[src/dmatsc_defs.svh]
// constants for the dma time-out and service control block
// assumes a classic wishbone slave with 32-bit data, word aligned registers
`ifndef DMATSC_DEFS_SVH
`define DMATSC_DEFS_SVH
`define DMATSC_GCR_ADDR     8'h00
`define DMATSC_GSCR_ADDR    8'h04
`define DMATSC_GTCR_ADDR    8'h08
`define DMATSC_CH_BASE      8'h20
`define DMATSC_CH_STRIDE    8'h10
`define DMATSC_CCR_OFS      4'h0
`define DMATSC_CICR_OFS     4'h4
`define DMATSC_CSR_OFS      4'h8
`define DMATSC_GCR_RST      4'h8
`define DMATSC_GCR_PRIO     0
`define DMATSC_GCR_EXCL     1
`define DMATSC_GCR_FREE     2
`define DMATSC_GTCR_DUAL_RAM_TIMEOUT_ENABLE    0
`define DMATSC_GTCR_SINGLE_RAM_TIMEOUT_ENABLE    1
`define DMATSC_CCR_EN       7
`define DMATSC_CCR_FS       5
`define DMATSC_CICR_TOIE    0
`define DMATSC_CSR_TO       0
`define DMATSC_RAM_TIMEOUT  8'hff
`define DMATSC_PERI_MIN_NS  20
`define DMATSC_PERI_MIN_CYC ((`DMATSC_PERI_MIN_NS + 3) / 4)
`endif

[src/dmatsc_pkg.sv]
// types for the dma time-out and service control block
// assumes dmatsc_defs.svh for all numeric constants
package dmatsc_pkg;
   typedef enum logic [1:0] {
      DMATSC_PORT_DRAM,
      DMATSC_PORT_SRAM,
      DMATSC_PORT_EXT,
      DMATSC_PORT_PERI
   } dmatsc_port_t;
   typedef enum logic [1:0] {
      DMATSC_IDLE,
      DMATSC_READ,
      DMATSC_WRITE
   } dmatsc_state_t;
   typedef struct packed {
      logic       req;
      logic [1:0] port;
      logic       wr;
   } dmatsc_acc_t;
endpackage

[src/dmatsc_top.sv]
// dma service sequencer with ram port time-out detection
// assumes port grants/time-outs are on clk_i; sync events are single-cycle pulses
//
// Chosen here: the register addresses and the Wishbone slave port.
`timescale 1ns/100ps
`include "dmatsc_defs.svh"
module dmatsc_top #(
   parameter int NCH = 6
) (
   // clock and reset
   input  wire logic               clk_i,
   input  wire logic               rst_i,
   // wishbone slave
   input  wire logic               cyc_i,
   input  wire logic               stb_i,
   input  wire logic               we_i,
   input  wire logic [7:0]         adr_i,
   input  wire logic [3:0]         sel_i,
   input  wire logic [31:0]        dat_i,
   output logic      [31:0]        dat_o,
   output logic                    ack_o,
   // channel requests and port selection
   input  wire logic [NCH-1:0]     sync_evt_i,
   input  wire logic [NCH-1:0]     src_port_peri_i,
   input  wire logic [NCH-1:0]     src_ram_dual_i,
   input  wire logic [NCH-1:0]     dst_ram_dual_i,
   input  wire logic [NCH-1:0]     last_elem_i,
   // memory side
   input  wire logic               cpu_sram_req_i,
   input  wire logic [1:0]         cpu_dram_cnt_i,
   input  wire logic               ext_grant_i,
   input  wire logic               ext_timeout_i,
   input  wire logic               peri_grant_i,
   input  wire logic               peri_timeout_i,
   input  wire logic               host_req_i,
   input  wire logic               idle_req_i,
   input  wire logic               serial_req_i,
   input  wire logic               breakpoint_i,
   output dmatsc_pkg::dmatsc_acc_t acc_o,
   output logic [2:0]              acc_ch_o,
   output logic                    host_slot_o,
   output logic                    idle_o,
   output logic                    bus_err_irq_o
);
   // acc_ch_o is three bits wide, so eight channels at most
   if (NCH < 1 || NCH > 8) begin : g_bad_nch
      $error("NCH must be 1..8");
   end

   logic [NCH-1:0] ch_en_r;
   logic [NCH-1:0] ch_fs_r;
   logic [NCH-1:0] ch_sync_r;
   logic [NCH-1:0] ch_toie_r;
   logic [NCH-1:0] ch_to_r;
   logic [NCH-1:0] pend_r;
   logic [NCH-1:0] mid_r;
   logic [2:0]     gcr_r;
   logic           dual_ram_timeout_enable_r;
   logic           single_ram_timeout_enable_r;
   logic           compat_r;
   logic [2:0]     cur_r;
   logic [7:0]     dcnt_r;
   logic [7:0]     scnt_r;
   logic           idle_r;
   logic           host_turn_r;
   dmatsc_pkg::dmatsc_state_t st_r;

   // bus decode
   logic       wb_req;
   logic [3:0] ch_idx;
   logic [2:0] ch_sel;
   logic [3:0] ch_ofs;
   logic       ch_hit;
   logic       csr_rd;
   assign wb_req = cyc_i & stb_i & ~ack_o;
   // full index compared, so high addresses do not alias onto low channels
   assign ch_idx = 4'((adr_i - `DMATSC_CH_BASE) >> 4);
   assign ch_sel = ch_idx[2:0];
   assign ch_ofs = adr_i[3:0];
   assign ch_hit = (adr_i >= `DMATSC_CH_BASE) && (32'(ch_idx) < NCH);
   assign csr_rd = wb_req & ~we_i & ch_hit & (ch_ofs == `DMATSC_CSR_OFS);

   always_ff @(posedge clk_i) begin
      if (rst_i) ack_o <= 1'b0;
      else ack_o <= wb_req;
   end

   always_ff @(posedge clk_i) begin
      if (rst_i) begin
         dat_o <= 32'h0;
      end else if (wb_req && !we_i) begin
         dat_o <= 32'h0;
         if (adr_i == `DMATSC_GCR_ADDR) dat_o <= {28'h0, 1'b1, gcr_r};
         else if (adr_i == `DMATSC_GSCR_ADDR) dat_o <= {31'h0, compat_r};
         else if (adr_i == `DMATSC_GTCR_ADDR) dat_o <= {30'h0, single_ram_timeout_enable_r, dual_ram_timeout_enable_r};
         else if (ch_hit) begin
            case (ch_ofs)
               `DMATSC_CCR_OFS:  dat_o <= {24'h0, ch_en_r[ch_sel], 1'b0,
                                           ch_fs_r[ch_sel], 4'h0, ch_sync_r[ch_sel]};
               `DMATSC_CICR_OFS: dat_o <= {31'h0, ch_toie_r[ch_sel]};
               `DMATSC_CSR_OFS:  dat_o <= {31'h0, ch_to_r[ch_sel]};
               default:          dat_o <= 32'h0;
            endcase
         end
      end
   end

   // global registers, reset values per layout
   always_ff @(posedge clk_i) begin
      if (rst_i) begin
         gcr_r    <= 3'h0;
         dual_ram_timeout_enable_r   <= 1'b0;
         single_ram_timeout_enable_r   <= 1'b0;
         compat_r <= 1'b0;
      end else if (wb_req && we_i && sel_i[0]) begin
         if (adr_i == `DMATSC_GCR_ADDR) gcr_r <= dat_i[2:0];
         if (adr_i == `DMATSC_GSCR_ADDR) compat_r <= dat_i[0];
         if (adr_i == `DMATSC_GTCR_ADDR) begin
            dual_ram_timeout_enable_r <= dat_i[`DMATSC_GTCR_DUAL_RAM_TIMEOUT_ENABLE];
            single_ram_timeout_enable_r <= dat_i[`DMATSC_GTCR_SINGLE_RAM_TIMEOUT_ENABLE];
         end
      end
   end

   // sequencer signals
   logic       excl;
   logic       free;
   logic       susp;
   logic       cur_peri;
   logic       cur_dual;
   logic       on_ram;
   logic       ram_stall;
   logic       grant;
   logic       timeout;
   logic       dram_to;
   logic       sram_to;
   logic       acc_req;
   logic       acc_done;
   logic [2:0] nxt_ch;
   logic       nxt_ok;
   logic [NCH-1:0] elig;
   assign excl = gcr_r[`DMATSC_GCR_EXCL];
   assign free = gcr_r[`DMATSC_GCR_FREE];
   assign susp = breakpoint_i & ~free;
   assign cur_peri = (st_r == dmatsc_pkg::DMATSC_READ) ? src_port_peri_i[cur_r] : 1'b0;
   assign cur_dual = (st_r == dmatsc_pkg::DMATSC_READ) ? src_ram_dual_i[cur_r]
                                                      : dst_ram_dual_i[cur_r];
   assign on_ram = ~cur_peri;
   // sram single access: any cpu access wins; dram only beyond two
   assign ram_stall = cur_dual ? (cpu_dram_cnt_i > 2'd2) : cpu_sram_req_i;
   assign acc_req = (st_r != dmatsc_pkg::DMATSC_IDLE) && !susp
                    && !(on_ram && excl);
   assign grant = cur_peri ? peri_grant_i : ~ram_stall;
   assign acc_done = acc_req & grant;
   assign dram_to = dual_ram_timeout_enable_r && on_ram && cur_dual && (dcnt_r == `DMATSC_RAM_TIMEOUT);
   assign sram_to = single_ram_timeout_enable_r && on_ram && !cur_dual && (scnt_r == `DMATSC_RAM_TIMEOUT);
   assign timeout = (st_r != dmatsc_pkg::DMATSC_IDLE)
                    && (dram_to || sram_to || ext_timeout_i || peri_timeout_i);

   // while idle is pending only channels part way through a block may start
   assign elig = (idle_req_i && !serial_req_i) ? (pend_r & mid_r) : pend_r;

   // round robin pick from the channel after the current one
   always_comb begin
      nxt_ch = cur_r;
      nxt_ok = 1'b0;
      for (int k = NCH; k >= 1; k--) begin
         if (elig[(32'(cur_r) + k) % NCH]) begin
            nxt_ch = 3'((32'(cur_r) + k) % NCH);
            nxt_ok = 1'b1;
         end
      end
   end

   // counters reset on service or new request
   always_ff @(posedge clk_i) begin
      if (rst_i || acc_done || !acc_req) begin
         dcnt_r <= 8'h0;
         scnt_r <= 8'h0;
      end else begin
         if (cur_dual && dcnt_r != `DMATSC_RAM_TIMEOUT) dcnt_r <= dcnt_r + 8'h1;
         if (!cur_dual && scnt_r != `DMATSC_RAM_TIMEOUT) scnt_r <= scnt_r + 8'h1;
      end
   end

   // element: read into buffer, then write out
   always_ff @(posedge clk_i) begin
      if (rst_i) begin
         st_r        <= dmatsc_pkg::DMATSC_IDLE;
         cur_r       <= 3'h0;
         host_turn_r <= 1'b0;
      end else begin
         case (st_r)
            dmatsc_pkg::DMATSC_IDLE: begin
               // host gets a slot like a channel when sharing
               if (host_req_i && !excl && !host_turn_r) host_turn_r <= 1'b1;
               else begin
                  host_turn_r <= 1'b0;
                  if (nxt_ok && (!idle_r || serial_req_i) && !susp) begin
                     cur_r <= nxt_ch;
                     st_r  <= dmatsc_pkg::DMATSC_READ;
                  end
               end
            end
            dmatsc_pkg::DMATSC_READ: begin
               if (timeout) st_r <= dmatsc_pkg::DMATSC_IDLE;
               else if (acc_done) st_r <= dmatsc_pkg::DMATSC_WRITE;
            end
            dmatsc_pkg::DMATSC_WRITE: begin
               if (timeout || acc_done) st_r <= dmatsc_pkg::DMATSC_IDLE;
            end
            default: st_r <= dmatsc_pkg::DMATSC_IDLE;
         endcase
      end
   end

   // idle entry waits for block, frame or element boundary
   logic elem_end;
   logic bound;
   assign elem_end = (st_r == dmatsc_pkg::DMATSC_WRITE) && acc_done;
   assign bound = !ch_sync_r[cur_r] ? last_elem_i[cur_r]
                                    : (ch_fs_r[cur_r] ? last_elem_i[cur_r] : 1'b1);
   always_ff @(posedge clk_i) begin
      if (rst_i) idle_r <= 1'b0;
      else if (!idle_req_i) idle_r <= 1'b0;
      // halt only between elements, once no block or frame is left open
      else if (st_r == dmatsc_pkg::DMATSC_IDLE && !serial_req_i && !(|mid_r)) idle_r <= 1'b1;
   end

   // per-channel control and status
   genvar g;
   generate
      for (g = 0; g < NCH; g++) begin : g_ch
         logic wsel;
         logic hit_to;
         assign wsel = wb_req & we_i & sel_i[0] & ch_hit & (32'(ch_sel) == g);
         assign hit_to = timeout && (32'(cur_r) == g);
         always_ff @(posedge clk_i) begin
            if (rst_i) begin
               ch_en_r[g]   <= 1'b0;
               ch_fs_r[g]   <= 1'b0;
               ch_sync_r[g] <= 1'b0;
               ch_toie_r[g] <= 1'b0;
            end else begin
               if (hit_to) ch_en_r[g] <= 1'b0;
               else if (wsel && ch_ofs == `DMATSC_CCR_OFS) begin
                  ch_en_r[g]   <= dat_i[`DMATSC_CCR_EN];
                  ch_fs_r[g]   <= dat_i[`DMATSC_CCR_FS];
                  ch_sync_r[g] <= dat_i[0];
               end
               if (wsel && ch_ofs == `DMATSC_CICR_OFS) ch_toie_r[g] <= dat_i[`DMATSC_CICR_TOIE];
            end
         end
         // set wins over read-clear
         always_ff @(posedge clk_i) begin
            if (rst_i) ch_to_r[g] <= 1'b0;
            else if (hit_to && ch_toie_r[g]) ch_to_r[g] <= 1'b1;
            else if (csr_rd && 32'(ch_sel) == g) ch_to_r[g] <= 1'b0;
         end
         // unsynchronized channels always pending; synchronized wait for event
         always_ff @(posedge clk_i) begin
            if (rst_i) pend_r[g] <= 1'b0;
            else if (!ch_en_r[g] || hit_to) pend_r[g] <= 1'b0;
            else if (!ch_sync_r[g] || sync_evt_i[g]) pend_r[g] <= 1'b1;
            else if (elem_end && 32'(cur_r) == g) pend_r[g] <= 1'b0;
         end
         // block or frame still open on this channel
         always_ff @(posedge clk_i) begin
            if (rst_i || !ch_en_r[g]) mid_r[g] <= 1'b0;
            else if (elem_end && 32'(cur_r) == g) mid_r[g] <= !bound;
         end
      end
   endgenerate

   assign acc_o.req  = acc_req;
   assign acc_o.port = cur_peri ? 2'(dmatsc_pkg::DMATSC_PORT_PERI)
                     : (cur_dual ? 2'(dmatsc_pkg::DMATSC_PORT_DRAM)
                                 : 2'(dmatsc_pkg::DMATSC_PORT_SRAM));
   assign acc_o.wr   = (st_r == dmatsc_pkg::DMATSC_WRITE);
   assign acc_ch_o   = cur_r;
   assign host_slot_o = host_turn_r | excl;
   assign idle_o     = idle_r;
   assign bus_err_irq_o = |(ch_to_r & ch_toie_r);
endmodule

[config.mk]
export PLATFORM = sky130hd
export DESIGN_NAME = dmatsc_top
export DESIGN_NICKNAME = d
export VERILOG_FILES = /design/src/dmatsc_pkg.sv /design/src/dmatsc_top.sv
export VERILOG_INCLUDE_DIRS = /design/src
export SDC_FILE = /design/constraint.sdc
export NUM_CORES = 1
export LEC_CHECK = 0
export ABC_AREA = 1
export BUFFER_PORTS_ARGS = -buffer_cell sky130_fd_sc_hd__buf_2
export CAP_MARGIN = 20
export CORE_ASPECT_RATIO = 1.4
export CORE_MARGIN = 5
export CORE_UTILIZATION = 49
export DETAILED_ROUTE_END_ITERATION = 16
export GPL_ROUTABILITY_DRIVEN = 0
export PLACE_DENSITY = 0.74
export REMOVE_ABC_BUFFERS = 1
export SYNTH_ARGS = -nofsm -noshare
export SYNTH_HDL_FRONTEND = slang
export SYNTH_SLANG_ARGS = --single-unit
[constraint.sdc]
create_clock -name clk_i -period 2.8 [get_ports clk_i]
set_input_delay 0.28 -clock clk_i [delete_from_list [all_inputs] [get_ports clk_i]]
set_output_delay 0.28 -clock clk_i [all_outputs]
set_load 0.03 [all_outputs]
==> results.txt, run 1 <==
----------------------------------------------------
[Critical path]
  Arrival time reported for the critical path endpoint ... 2.86 ns
  WP data required ... slightly above 3 ns
  Path type of the worst setup path ... reg -> reg
  Crit. Startpoint ... acc_ch_o[1]
  Worst path max stage delay ... roughly 0.36 ns
  Endpoint kind of the worst setup timing path ... register
  List of cells traversed by the critical path ... buf_12 > ha_2 > ha_4 > ha_1 > o21ai_2 > nand2_1 > nand2_2 > nand2_4 > nand2_2 > nand3_2 > nand4_1 > inv_1 > nand2_1 > nand3_2 > nor2_1 > nor2_1 > nor2_1
  Register-to-register path setup slack ... 0.20 ns
  Reg-to-Reg Start ... acc_ch_o[1]
  Critical path fanouts, max ... 12
  Cell with the largest stage delay on the worst path ... sky130_fd_sc_hd__dfxtp_4
  Most frequent cell on the critical path ... sky130_fd_sc_hd__nor2_1
  Number of buffer and inverter instances along the worst setup path ... 2
  Crit start category ... register
  Cell family with most CP delay ... simple AND/OR/NAND/NOR gates

[STA]
  Max Slew Vio Count ... 0
  Unrepaired setup endpoints after global routing ... no
  Clock Skews ... 0.00717 ns
  Worst-case headroom to the max-slew limit ... 64.1%
  Highest attainable clock frequency ... 385 MHz
  Share of the clock period used by the worst path ... 92.7%
  Setup slack after layout ... a little over 0.2 ns
  Least-Margin Pin Slew ... 0.538 ns
  Setup TNS Final ... 0 ns
  Number of setup violations in the final report ... 0
  Count of endpoints failing hold in the final timing report ... 0
  Min cycle time layout ... 2.60 ns

[Pwr]
  Worst vdd rail ir drop ... 0.360 mV
  Cell Pwr Density ... between 700 and 800 nW/um^2
  Static leakage ... 0.00300 uW
  Sequential fraction of design power ... 26.1%
  Switching part of the total ... 41.4%
  Design internal power ... 2620 uW
  Fraction of power consumed by combinational cells ... 46.2%
  Clock power frac ... 27.8%
  Switching pwr ... between 1500 and 2000 uW

[Worst hold path]
  Hold path start ... dat_i[2]
  Class of the tightest hold or removal check ... in -> reg

[Floorplanning]
  I/O pin count ... 133
  Placeable core region ... between 10000 and 15000 um^2
  Starting utilization of the core area ... 50.0%
  X dimension of the die ... 98.8 um
  Die ar. ... around 13000 um^2
  Row cnt ... 45
  Vert. Die Dim ... 134 um

[Clocking]
  Number of levels the H-tree was split into ... 3
  Number of buffers on the longest clock path ... 2
  Clock transition at path regs ... roughly 0.060 ns
  Clock net sink count ... 78
  CTS tree ... built
  TritonCTS Buffers ... 9
  Total of hold buffers inserted after clock tree synthesis ... 0
  Latest clock arrival within the worst-skew pair ... roughly 0.34 ns
  Buffer cell driving the clock tree root ... sky130_fd_sc_hd__clkbuf_16

[Finish]
  Area added between synthesis and finish ... 17.3%
  Commonest non-fill, non-tap cell in the layout ... sky130_fd_sc_hd__nand2_1
  Post-layout net count ... around 1100
  ANT cells ... 0
  Final cell count without fillers ... roughly 1100
  Post-layout util ... 58.7%
  Fill cell total of the finished layout ... 1074
  Layout cells sized above 1 ... a little under a fifth
  Most frequent cells in the layout ... sky130_fd_sc_hd__nand2_1 (182), sky130_fd_sc_hd__nor2_1 (121), sky130_fd_sc_hd__inv_1 (103)

[Logic synthesis]
  Post-synthesis instance total ... roughly 850
  Synth area leader ... sky130_fd_sc_hd__dfxtp_1
  Share of synthesized registers carrying an async set or reset ... 0%
  Synth cell types ... 45
  Post-synth EDFFs ... 0
  Post-synth design cell area ... roughly 5400 um^2
  Leading cell types by total area after synthesis ... sky130_fd_sc_hd__dfxtp_1 (29%), sky130_fd_sc_hd__nand2_1 (13%), sky130_fd_sc_hd__nand3_1 (9.4%)
  Dominant register cell in the synthesized netlist ... sky130_fd_sc_hd__dfxtp_1
  Number of flip-flops and latches in the synthesized netlist ... 78
  Area fraction of the dominant cell type after synthesis ... 28.9%
  Yosys Warn Count ... 0
  Share of the yosys chip area belonging to registers ... approximately 29%
  Post-Syn Area per Cell ... 6.34 um^2

[Drt]
  Wire length after detailed routing ... ~15 mm
  Per-cell routed wire length ... 13.5 um
  Vias per inst ... 5.22
  Initial detailed-routing violation count ... 350
  TritonRoute pass-1 iters ... 5
  DRT antenna net count ... 0
  Remaining DRCs ... 0
  Vias post-DR ... between 5000 and 6000

[Global route]
  Maximum number of pins on one net before global-route repair ... 33
  First-pass GRT wire length ... 24.3 mm
  GRT Total Usage ... 22.2%
  Number of global-route vias before repair ... 5400
  Total congestion overflow after global routing ... 0
  Antenna violations before repair ... 0

[Run]
  Count of max-cap constraint violations ... 0

[Run status]
  Run status ... finished, final reports clean

[Place]
  Placed cells ... 1071
  Worst setup slack after placement ... 0.0838 ns
  Total of buffers placed on input and output ports ... 75
  HPWL reported at the end of detailed placement ... 11.6 mm

----------------------------------------------------
cells by family (layout without fill, tap and decap cells):
| kind of cell | Yosys count | count (layout) | synth area share [%] |
|---|---|---|---|
| AND/OR/NAND/NOR | 475 | 475 | 39.8 |
| buffers and inverters | 155 | 226 | 13.2 |
| AO/OA/AOI/OAI | 122 | 122 | 13.2 |
| flip-flops | 78 | 78 | 28.9 |
| adder cells (fa/ha/maj) | 17 | 17 | 3.94 |
| XOR/XNOR | 5 | 5 | 0.949 |
| other | 1 | 26 | 0.0694 |
worst min-delay path: cells and delay by family:
family        cells  cell delay, ns
buf+inv           1            0.08
simple gates      2            0.13
repair_timing:
action	4_1_cts	5_1_grt
setup buffers	0	3
setup endpoints to repair	0	5
hold endpoints to repair	0	0
resized for setup	0	22
through the flow:
step / hold WS [ns] / power, uW / cell area, um^2
6_report: 0.189 / 4460 / 6340
5_1_grt: 0.200 / 4760 / 6340
4_1_cts: 0.179 / 4330 / 6240
3_5_place_dp: 0.455 / 3090 / 5920
3_3_place_gp: 0.454 / 3070 / 5920
2_1_floorplan: 0.349 / 2580 / 5200
final timing paths:
| kind | end | cells past startpoint |
|---|---|---|
| max | acc_ch_o[0] | 17 |
| min reg2reg | dat_o[5] | 2 |
| max reg2reg | acc_ch_o[0] | 17 |
| min | gcr_r[2] | 3 |
cell usage after synthesis, drive strengths merged (2+ instances only):
cell     instances
nor2           126
nor4             2
o211ai           3
nor3b            2
a211oi           3
ha              17
or2              7
o221ai           4
inv            111
nor3            11
clkbuf           9
buf             35
o22ai            5
a21oi           60
dfxtp           78
o21ai           29
nand2          201
nand3          111
a22oi            7
nand4           13
o2111ai          6
xor2             4
and3             2
power by group through the flow:
| stage | sequential (uW) | combinational, uW | clock, uW |
|---|---|---|---|
| final | 1160 | 2060 | 1240 |
| after detailed placement | 1180 | 1910 | 0 |
| after floorplan | 1240 | 1340 | 0 |
| after global placement | 1180 | 1890 | 0 |
| after CTS | 1160 | 1920 | 1250 |
| after global routing | 1170 | 2290 | 1300 |
metal layers:
metal | track usage, % | routed length (um) | up-vias
met4 | 10.4 | 451 | 0
met2 | 40.1 | 7480 | 192
met5 | 0 | 0 | -
met3 | 3.64 | 821 | 42
met1 | 25.0 | 5980 | 2537
li1 | - | - | 2919
area by class of cell:
| type | count | area (um^2) | share of cell area (%) |
|---|---|---|---|
| Sequential cell | 78 | 1570 | 24.7 |
| Timing Repair Buffer | 99 | 568 | 8.96 |
| Clock buffer | 11 | 233 | 3.67 |
| Clock inverter | 5 | 83.8 | 1.32 |
| Inverter | 111 | 419 | 6.61 |
| Tap cell | 141 | 176 | 2.78 |
| Multi-Input combinational cell | 645 | 3290 | 51.9 |
registers in the layout, indices dropped and copies added, names as in the netlist, 2 cells and up:
register / count
ch_en_r: 6
acc_ch_o: 3
pend_r: 6
mid_r: 6
ch_sync_r: 6
ch_toie_r: 6
gcr_r: 3
scnt_r: 8
dat_o: 6
ch_fs_r: 6
st_r: 2
ch_to_r: 6
dcnt_r: 8
Note: power is estimated with default switching activity, not from simulation.
==> run 2: changes to the inputs <==
Settings changed: RECOVER_POWER from default to 100.
==> run 2 against run 1 <==
Core utilization shrank 0.67 points; design area shrank 1.1%; sequential share of layout area increased by 0.27 points; clock skew hardly changed; via count is 0.14% higher; flip-flop and latch count stayed put; combinational power barely moved; routed wire length increased by 0.43%; die area unchanged; critical path type unchanged; critical endpoint unchanged.
==> results.txt, run 2 (same netlist as run 1, synthesis figures left out) <==
----------------------------------------------------
[Run status]
  Run status ... finished, final reports clean

[STA]
  Least-Margin Pin Slew ... 0.613 ns
  Unrepaired setup endpoints after global routing ... no
  Min cycle time layout ... 2.59 ns
  Final worst hold slack ... between 0.15 and 0.2 ns
  Count of endpoints failing hold in the final timing report ... 0
  Highest attainable clock frequency ... 387 MHz
  Clock Skews ... about 0.0067 ns
  Share of the clock period used by the worst path ... a little over 90%
  Number of setup violations in the final report ... 0
  Max Slew Vio Count ... 0
  Worst-case headroom to the max-slew limit ... 59.0%

[Floorplanning]
  I/O pin count ... ~130
  Starting utilization of the core area ... 50.0%
  Die ar. ... 13300 um^2
  Vert. Die Dim ... 134 um
  Row cnt ... 45
  Placeable core region ... ~11000 um^2
  X dimension of the die ... 98.8 um

[Critical path]
  Reg2reg path depth ... 17
  Cell depth of the worst setup path ... 17
  List of cells traversed by the critical path ... buf_12 > ha_2 > ha_4 > ha_1 > o21ai_2 > nand2_1 > nand2_2 > nand2_4 > nand2_2 > nand3_2 > nand4_1 > inv_1 > nand2_1 > nand3_2 > nor2_1 > nor2_1 > nor2_1
  Cell with the largest stage delay on the worst path ... sky130_fd_sc_hd__dfxtp_4
  Crit. Startpoint ... acc_ch_o[1]
  End point of the critical path ... acc_ch_o[0]
  Crit start category ... register
  Critical path fanouts, max ... 12
  Number of buffer and inverter instances along the worst setup path ... 2
  Reg-to-reg critical path endpoint ... acc_ch_o[0]
  Cell family with most CP delay ... simple AND/OR/NAND/NOR gates
  Most frequent cell on the critical path ... sky130_fd_sc_hd__nor2_1
  Worst path max stage delay ... approximately 0.36 ns
  Endpoint kind of the worst setup timing path ... register
  Arrival time reported for the critical path endpoint ... 2.86 ns
  Reg-to-Reg Start ... acc_ch_o[1]
  WP data required ... 3.07 ns
  Path type of the worst setup path ... reg -> reg
  Register-to-register path setup slack ... 0.21 ns

[Drt]
  Vias post-DR ... 5698
  Initial detailed-routing violation count ... 326
  TritonRoute pass-1 iters ... 5
  Remaining DRCs ... 0
  Per-cell routed wire length ... 13.6 um
  Vias per inst ... 5.23
  Wire length after detailed routing ... roughly 15 mm
  DRT antenna net count ... 0

[Finish]
  Area added between synthesis and finish ... 16.0%
  ANT cells ... 0
  Largest registers ... dcnt_r: 8 flops, scnt_r: 8 flops
  Post-layout net count ... 1051
  Final design instance area without fill ... between 6000 and 7000 um^2
  Most frequent cells in the layout ... sky130_fd_sc_hd__nand2_1 (186), sky130_fd_sc_hd__nor2_1 (122), sky130_fd_sc_hd__inv_1 (104)
  Layout cells sized above 1 ... 15.5%
  Commonest non-fill, non-tap cell in the layout ... sky130_fd_sc_hd__nand2_1

[Place]
  HPWL reported at the end of detailed placement ... 11.6 mm
  Total of buffers placed on input and output ports ... 75
  Placed cell areas ... 5920 um^2

[Worst hold path]
  Class of the tightest hold or removal check ... in -> reg

[Clocking]
  TritonCTS Buffers ... 9
  Clock net sink count ... roughly 80
  Buffer cell driving the clock tree root ... sky130_fd_sc_hd__clkbuf_16
  Clock transition at path regs ... 0.06 ns
  Number of buffers on the longest clock path ... 2
  Total of hold buffers inserted after clock tree synthesis ... 0
  CTS tree ... built
  Latest clock arrival within the worst-skew pair ... 0.34 ns
  Number of levels the H-tree was split into ... 3

[Global route]
  Total congestion overflow after global routing ... 0
  Number of global-route vias before repair ... 5400
  First-pass GRT wire length ... between 20 and 25 mm
  Maximum number of pins on one net before global-route repair ... 33
  Antenna violations before repair ... 0
  GRT Total Usage ... ~22%

[Pwr]
  Cell Pwr Density ... 707 nW/um^2
  Worst vdd rail ir drop ... 0.361 mV
  Static leakage ... 0.00288 uW

[Run]
  Count of max-cap constraint violations ... 0

----------------------------------------------------
-- run 2: cell count changes in the layout (fill, tap and decap cells not counted), sizes merged --
cell / delta
buf: -21
clkbuf: +21
-- run 2: routing by layer --
| layer | global-route usage (%) | share of wire [%] |
|---|---|---|
| met3 | 3.64 | 5.3 |
| met1 | 25.0 | 41 |
| met4 | 10.4 | 3.2 |
| met5 | 0 | 0 |
| met2 | 40.1 | 51 |
-- run 2: worst min-delay path by stage --
stage               startpoint          to  slack, ns  cells after the start
CTS                   dat_i[2]    gcr_r[2]       0.18                      3
global placement    ch_to_r[3]  ch_to_r[3]       0.45                      2
floorplan                rst_i  ch_to_r[0]       0.35                      1
detailed placement    dat_o[7]    dat_o[7]       0.45                      2
global route          dat_i[2]    gcr_r[2]       0.20                      3
finish                dat_i[2]    gcr_r[2]       0.19                      3
-- run 2: layout make-up --
| type | count | area, um^2 |
|---|---|---|
| Multi-Input combinational cell | 645 | 3250 |
| Fill cell | 1097 | 4540 |
| Clock buffer | 11 | 233 |
| Sequential cell | 78 | 1570 |
| Tap cell | 141 | 176 |
| Inverter | 111 | 419 |
| Clock inverter | 5 | 83.8 |
| Timing Repair Buffer | 99 | 536 |
-- run 2: what timing repair did --
action	CTS	global route
setup endpoints to repair	0	5
buffers inserted	0	3
gates resized for setup	0	22
-- run 2: where the power goes --
group | switching (uW) | total [uW] | internal (uW) | leakage [uW]
combinational | 1350 | 2030 | 679 | 0.00210
sequential | 26.2 | 1160 | 1140 | 0.000630
clock | 455 | 1240 | 782 | 0.000146
total | 1830 | 4430 | 2600 | 0.00288
-- run 2: metrics by stage --
stage	cells	total power (uW)	setup WS (ns)	setup TNS (ns)	util, %
5_1_grt	1090	4730	0.00398	0	58.0
3_3_place_gp	1071	3070	0.155	0	54.8
6_report	1090	4430	0.214	0	58.0
4_1_cts	1087	4330	0.0701	0	57.7
2_1_floorplan	834	2580	-0.484	-2.09	-
3_5_place_dp	1071	3090	0.0838	0	54.8
-- run 2: worst register-to-register path: stages, from the launching register on --
cell and delay, ns:
sky130_fd_sc_hd__dfxtp_4 0.36, sky130_fd_sc_hd__buf_12 0.15, sky130_fd_sc_hd__ha_2 0.18, sky130_fd_sc_hd__ha_4 0.24, sky130_fd_sc_hd__ha_1 0.29, sky130_fd_sc_hd__o21ai_2 0.18, sky130_fd_sc_hd__nand2_1 0.11, sky130_fd_sc_hd__nand2_2 0.12
sky130_fd_sc_hd__nand2_4 0.07, sky130_fd_sc_hd__nand2_2 0.06, sky130_fd_sc_hd__nand3_2 0.07, sky130_fd_sc_hd__nand4_1 0.18, sky130_fd_sc_hd__inv_1 0.07, sky130_fd_sc_hd__nand2_1 0.08, sky130_fd_sc_hd__nand3_2 0.11, sky130_fd_sc_hd__nor2_1 0.12
sky130_fd_sc_hd__nor2_1 0.05, sky130_fd_sc_hd__nor2_1 0.09
==> run 3: changes to the inputs <==
Settings changed: BUFFER_PORTS_ARGS -buffer_cell sky130_fd_sc_hd__buf_2 to default, CORE_UTILIZATION 49 to 58, DONT_BUFFER_PORTS from default to 1, PLACE_DENSITY 0.74 to 0.73, SKIP_LAST_GASP from default to 1.
==> run 3 against run 2 <==
First-iteration DRC count is 2.8% higher; worst hold slack worse by 0.19 ns; critical path depth is 1 higher; critical endpoint unchanged.
==> results.txt, run 3 (same netlist as run 1, synthesis figures left out) <==
----------------------------------------------------
[Global route]
  Number of global-route vias before repair ... 5304
  Total congestion overflow after global routing ... 0
  Maximum number of pins on one net before global-route repair ... 33
  First-pass GRT wire length ... 23.8 mm
  GRT Total Usage ... 25.2%
  Antenna violations before repair ... 0

[STA]
  Setup TNS Final ... 0 ns
  Share of the clock period used by the worst path ... 93.2%
  Clock Skews ... 0.00505 ns
  Least-Margin Pin Slew ... just over 0.5 ns
  Number of setup violations in the final report ... 0
  Count of endpoints failing hold in the final timing report ... 0
  Max Slew Vio Count ... 0
  Worst-case headroom to the max-slew limit ... about two thirds
  Min cycle time layout ... approximately 2.6 ns
  Highest attainable clock frequency ... 383 MHz

[Finish]
  Post-layout net count ... 977
  Final cell count without fillers ... 982
  Commonest non-fill, non-tap cell in the layout ... sky130_fd_sc_hd__nand2_1
  Layout cells sized above 1 ... 10.5%
  ANT cells ... 0
  Fill cell total of the finished layout ... 838
  Largest registers ... dcnt_r: 8 flops, scnt_r: 8 flops
  Post-layout util ... between 60% and 70%
  Final design instance area without fill ... around 5900 um^2
  Area added between synthesis and finish ... 9.65%
  Most frequent cells in the layout ... sky130_fd_sc_hd__nand2_1 (186), sky130_fd_sc_hd__nor2_1 (120), sky130_fd_sc_hd__inv_1 (104)

[Drt]
  TritonRoute pass-1 iters ... 5
  Remaining DRCs ... 0
  Vias post-DR ... 5560
  Vias per inst ... 5.66
  Per-cell routed wire length ... 15.1 um
  Wire length after detailed routing ... between 10 and 15 mm
  DRT antenna net count ... 0
  Initial detailed-routing violation count ... 335

[Pwr]
  Fraction of power consumed by combinational cells ... 43.7%
  Worst vdd rail ir drop ... 0.442 mV
  Switching part of the total ... 41.4%
  Sequential fraction of design power ... 26.1%
  Switching pwr ... 1850 uW
  Cell Pwr Density ... 756 nW/um^2
  Clock power frac ... between 30 and 40%
  Post-route total power ... 4480 uW
  Design internal power ... between 2000 and 3000 uW
  Static leakage ... around 0.0027 uW

[Floorplanning]
  Placeable core region ... 9080 um^2
  I/O pin count ... 133
  Die ar. ... 11400 um^2
  Row cnt ... 41
  Starting utilization of the core area ... 59.5%
  X dimension of the die ... 91.6 um
  Vert. Die Dim ... around 120 um

[Critical path]
  Path type of the worst setup path ... reg -> reg
  Crit start category ... register
  WP data required ... around 3.1 ns
  Critical path fanouts, max ... 9
  Arrival time reported for the critical path endpoint ... just under 3 ns
  Endpoint kind of the worst setup timing path ... register

[Place]
  Total of buffers placed on input and output ports ... 0
  Placed cell areas ... between 5000 and 6000 um^2
  HPWL reported at the end of detailed placement ... roughly 11 mm
  Placed cells ... 962

[Clocking]
  Number of levels the H-tree was split into ... 3
  Clock net sink count ... 78
  Buffer cell driving the clock tree root ... sky130_fd_sc_hd__clkbuf_16
  CTS tree ... built
  Clock transition at path regs ... 0.06 ns
  TritonCTS Buffers ... 9
  Latest clock arrival within the worst-skew pair ... 0.34 ns
  Number of buffers on the longest clock path ... 2

[Worst hold path]
  Class of the tightest hold or removal check ... in -> reg

[Run status]
  Run status ... finished, final reports clean

[Run]
  Count of max-cap constraint violations ... 0

----------------------------------------------------
## run 3: cell count changes in the layout (fill, tap and decap cells not counted), moves of 2 or more
cell                            delta
sky130_fd_sc_hd__buf_4             +2
sky130_fd_sc_hd__dlygate4sd3_1     +2
sky130_fd_sc_hd__nor2_2            +2
sky130_fd_sc_hd__buf_2            -57
sky130_fd_sc_hd__clkbuf_1         -22
sky130_fd_sc_hd__nor2_1            -2
sky130_fd_sc_hd__nand3_1           +2
sky130_fd_sc_hd__nand3_2           -3
## run 3: final cells by class
class | count | area [um^2] | area share (%)
flip-flops and latches | 78 | 1570 | 26.4
clock buffers | 9 | 225 | 3.80
clock inverters | 7 | 123 | 2.07
inverters | 111 | 419 | 7.07
repair buffers | 25 | 205 | 3.46
multi-input cells | 645 | 3250 | 54.9
well taps | 107 | 134 | 2.26
## run 3: power by group through the flow
stage	Clock (uW)	Combinational (uW)	Sequential, uW
6_report	1360	1960	1170
3_3_place_gp	0	1810	1190
3_5_place_dp	0	1870	1190
4_1_cts	1360	1880	1160
2_1_floorplan	0	1340	1240
5_1_grt	1410	2150	1170
## run 3: final timing paths
path                                   from     endpoint  cells after the start  slack [ns]
worst max-delay path            acc_ch_o[2]  acc_ch_o[0]                     18        0.19
worst min-delay path                  rst_i     dat_o[3]                      1       0.005
worst max register to register  acc_ch_o[2]  acc_ch_o[0]                     18        0.19
worst min register to register   ch_to_r[3]   ch_to_r[3]                      2        0.46
## run 3: timing repair
item                                    in CTS  in global routing
endpoints found under the hold margin        4                  1
buffers inserted                             0                  2
endpoints found under the setup margin       0                  5
hold buffers                                 1                  1
gates resized for setup                      0                 11
## run 3: layer usage
metal	share of wire, %	up-vias	GRT usage, %	wire, um
li1	-	2776	-	-
met1	38	2514	28.1	5680
met2	50	226	44.3	7420
met3	7.7	44	4.95	1140
met4	3.7	0	13.1	541
met5	0	-	0	0
## run 3: critical path: stages (launching register included)
cell	delay, ns
sky130_fd_sc_hd__dfxtp_2	0.40
sky130_fd_sc_hd__inv_4	0.10
sky130_fd_sc_hd__ha_2	0.21
sky130_fd_sc_hd__nand2_4	0.08
sky130_fd_sc_hd__nand2_1	0.08
sky130_fd_sc_hd__ha_1	0.31
sky130_fd_sc_hd__o21ai_2	0.18
sky130_fd_sc_hd__nand2_1	0.09
sky130_fd_sc_hd__nand2_1	0.11
sky130_fd_sc_hd__nand2_2	0.09
sky130_fd_sc_hd__nand2_1	0.06
sky130_fd_sc_hd__nand3_1	0.08
sky130_fd_sc_hd__nand4_1	0.20
sky130_fd_sc_hd__inv_1	0.07
sky130_fd_sc_hd__nand2_1	0.08
sky130_fd_sc_hd__nand3_2	0.11
sky130_fd_sc_hd__nor2_1	0.13
sky130_fd_sc_hd__nor2_1	0.04
sky130_fd_sc_hd__nor2_1	0.10
## run 3: through the flow
step / setup WS [ns] / hold WS [ns]
after floorplan: -0.484 / 0.349
after global placement: 0.120 / 0.354
after detailed placement: 0.0776 / 0.356
after CTS: 0.0586 / 0.0000507
after global routing: -0.0324 / 0.00432
final: 0.191 / 0.00458
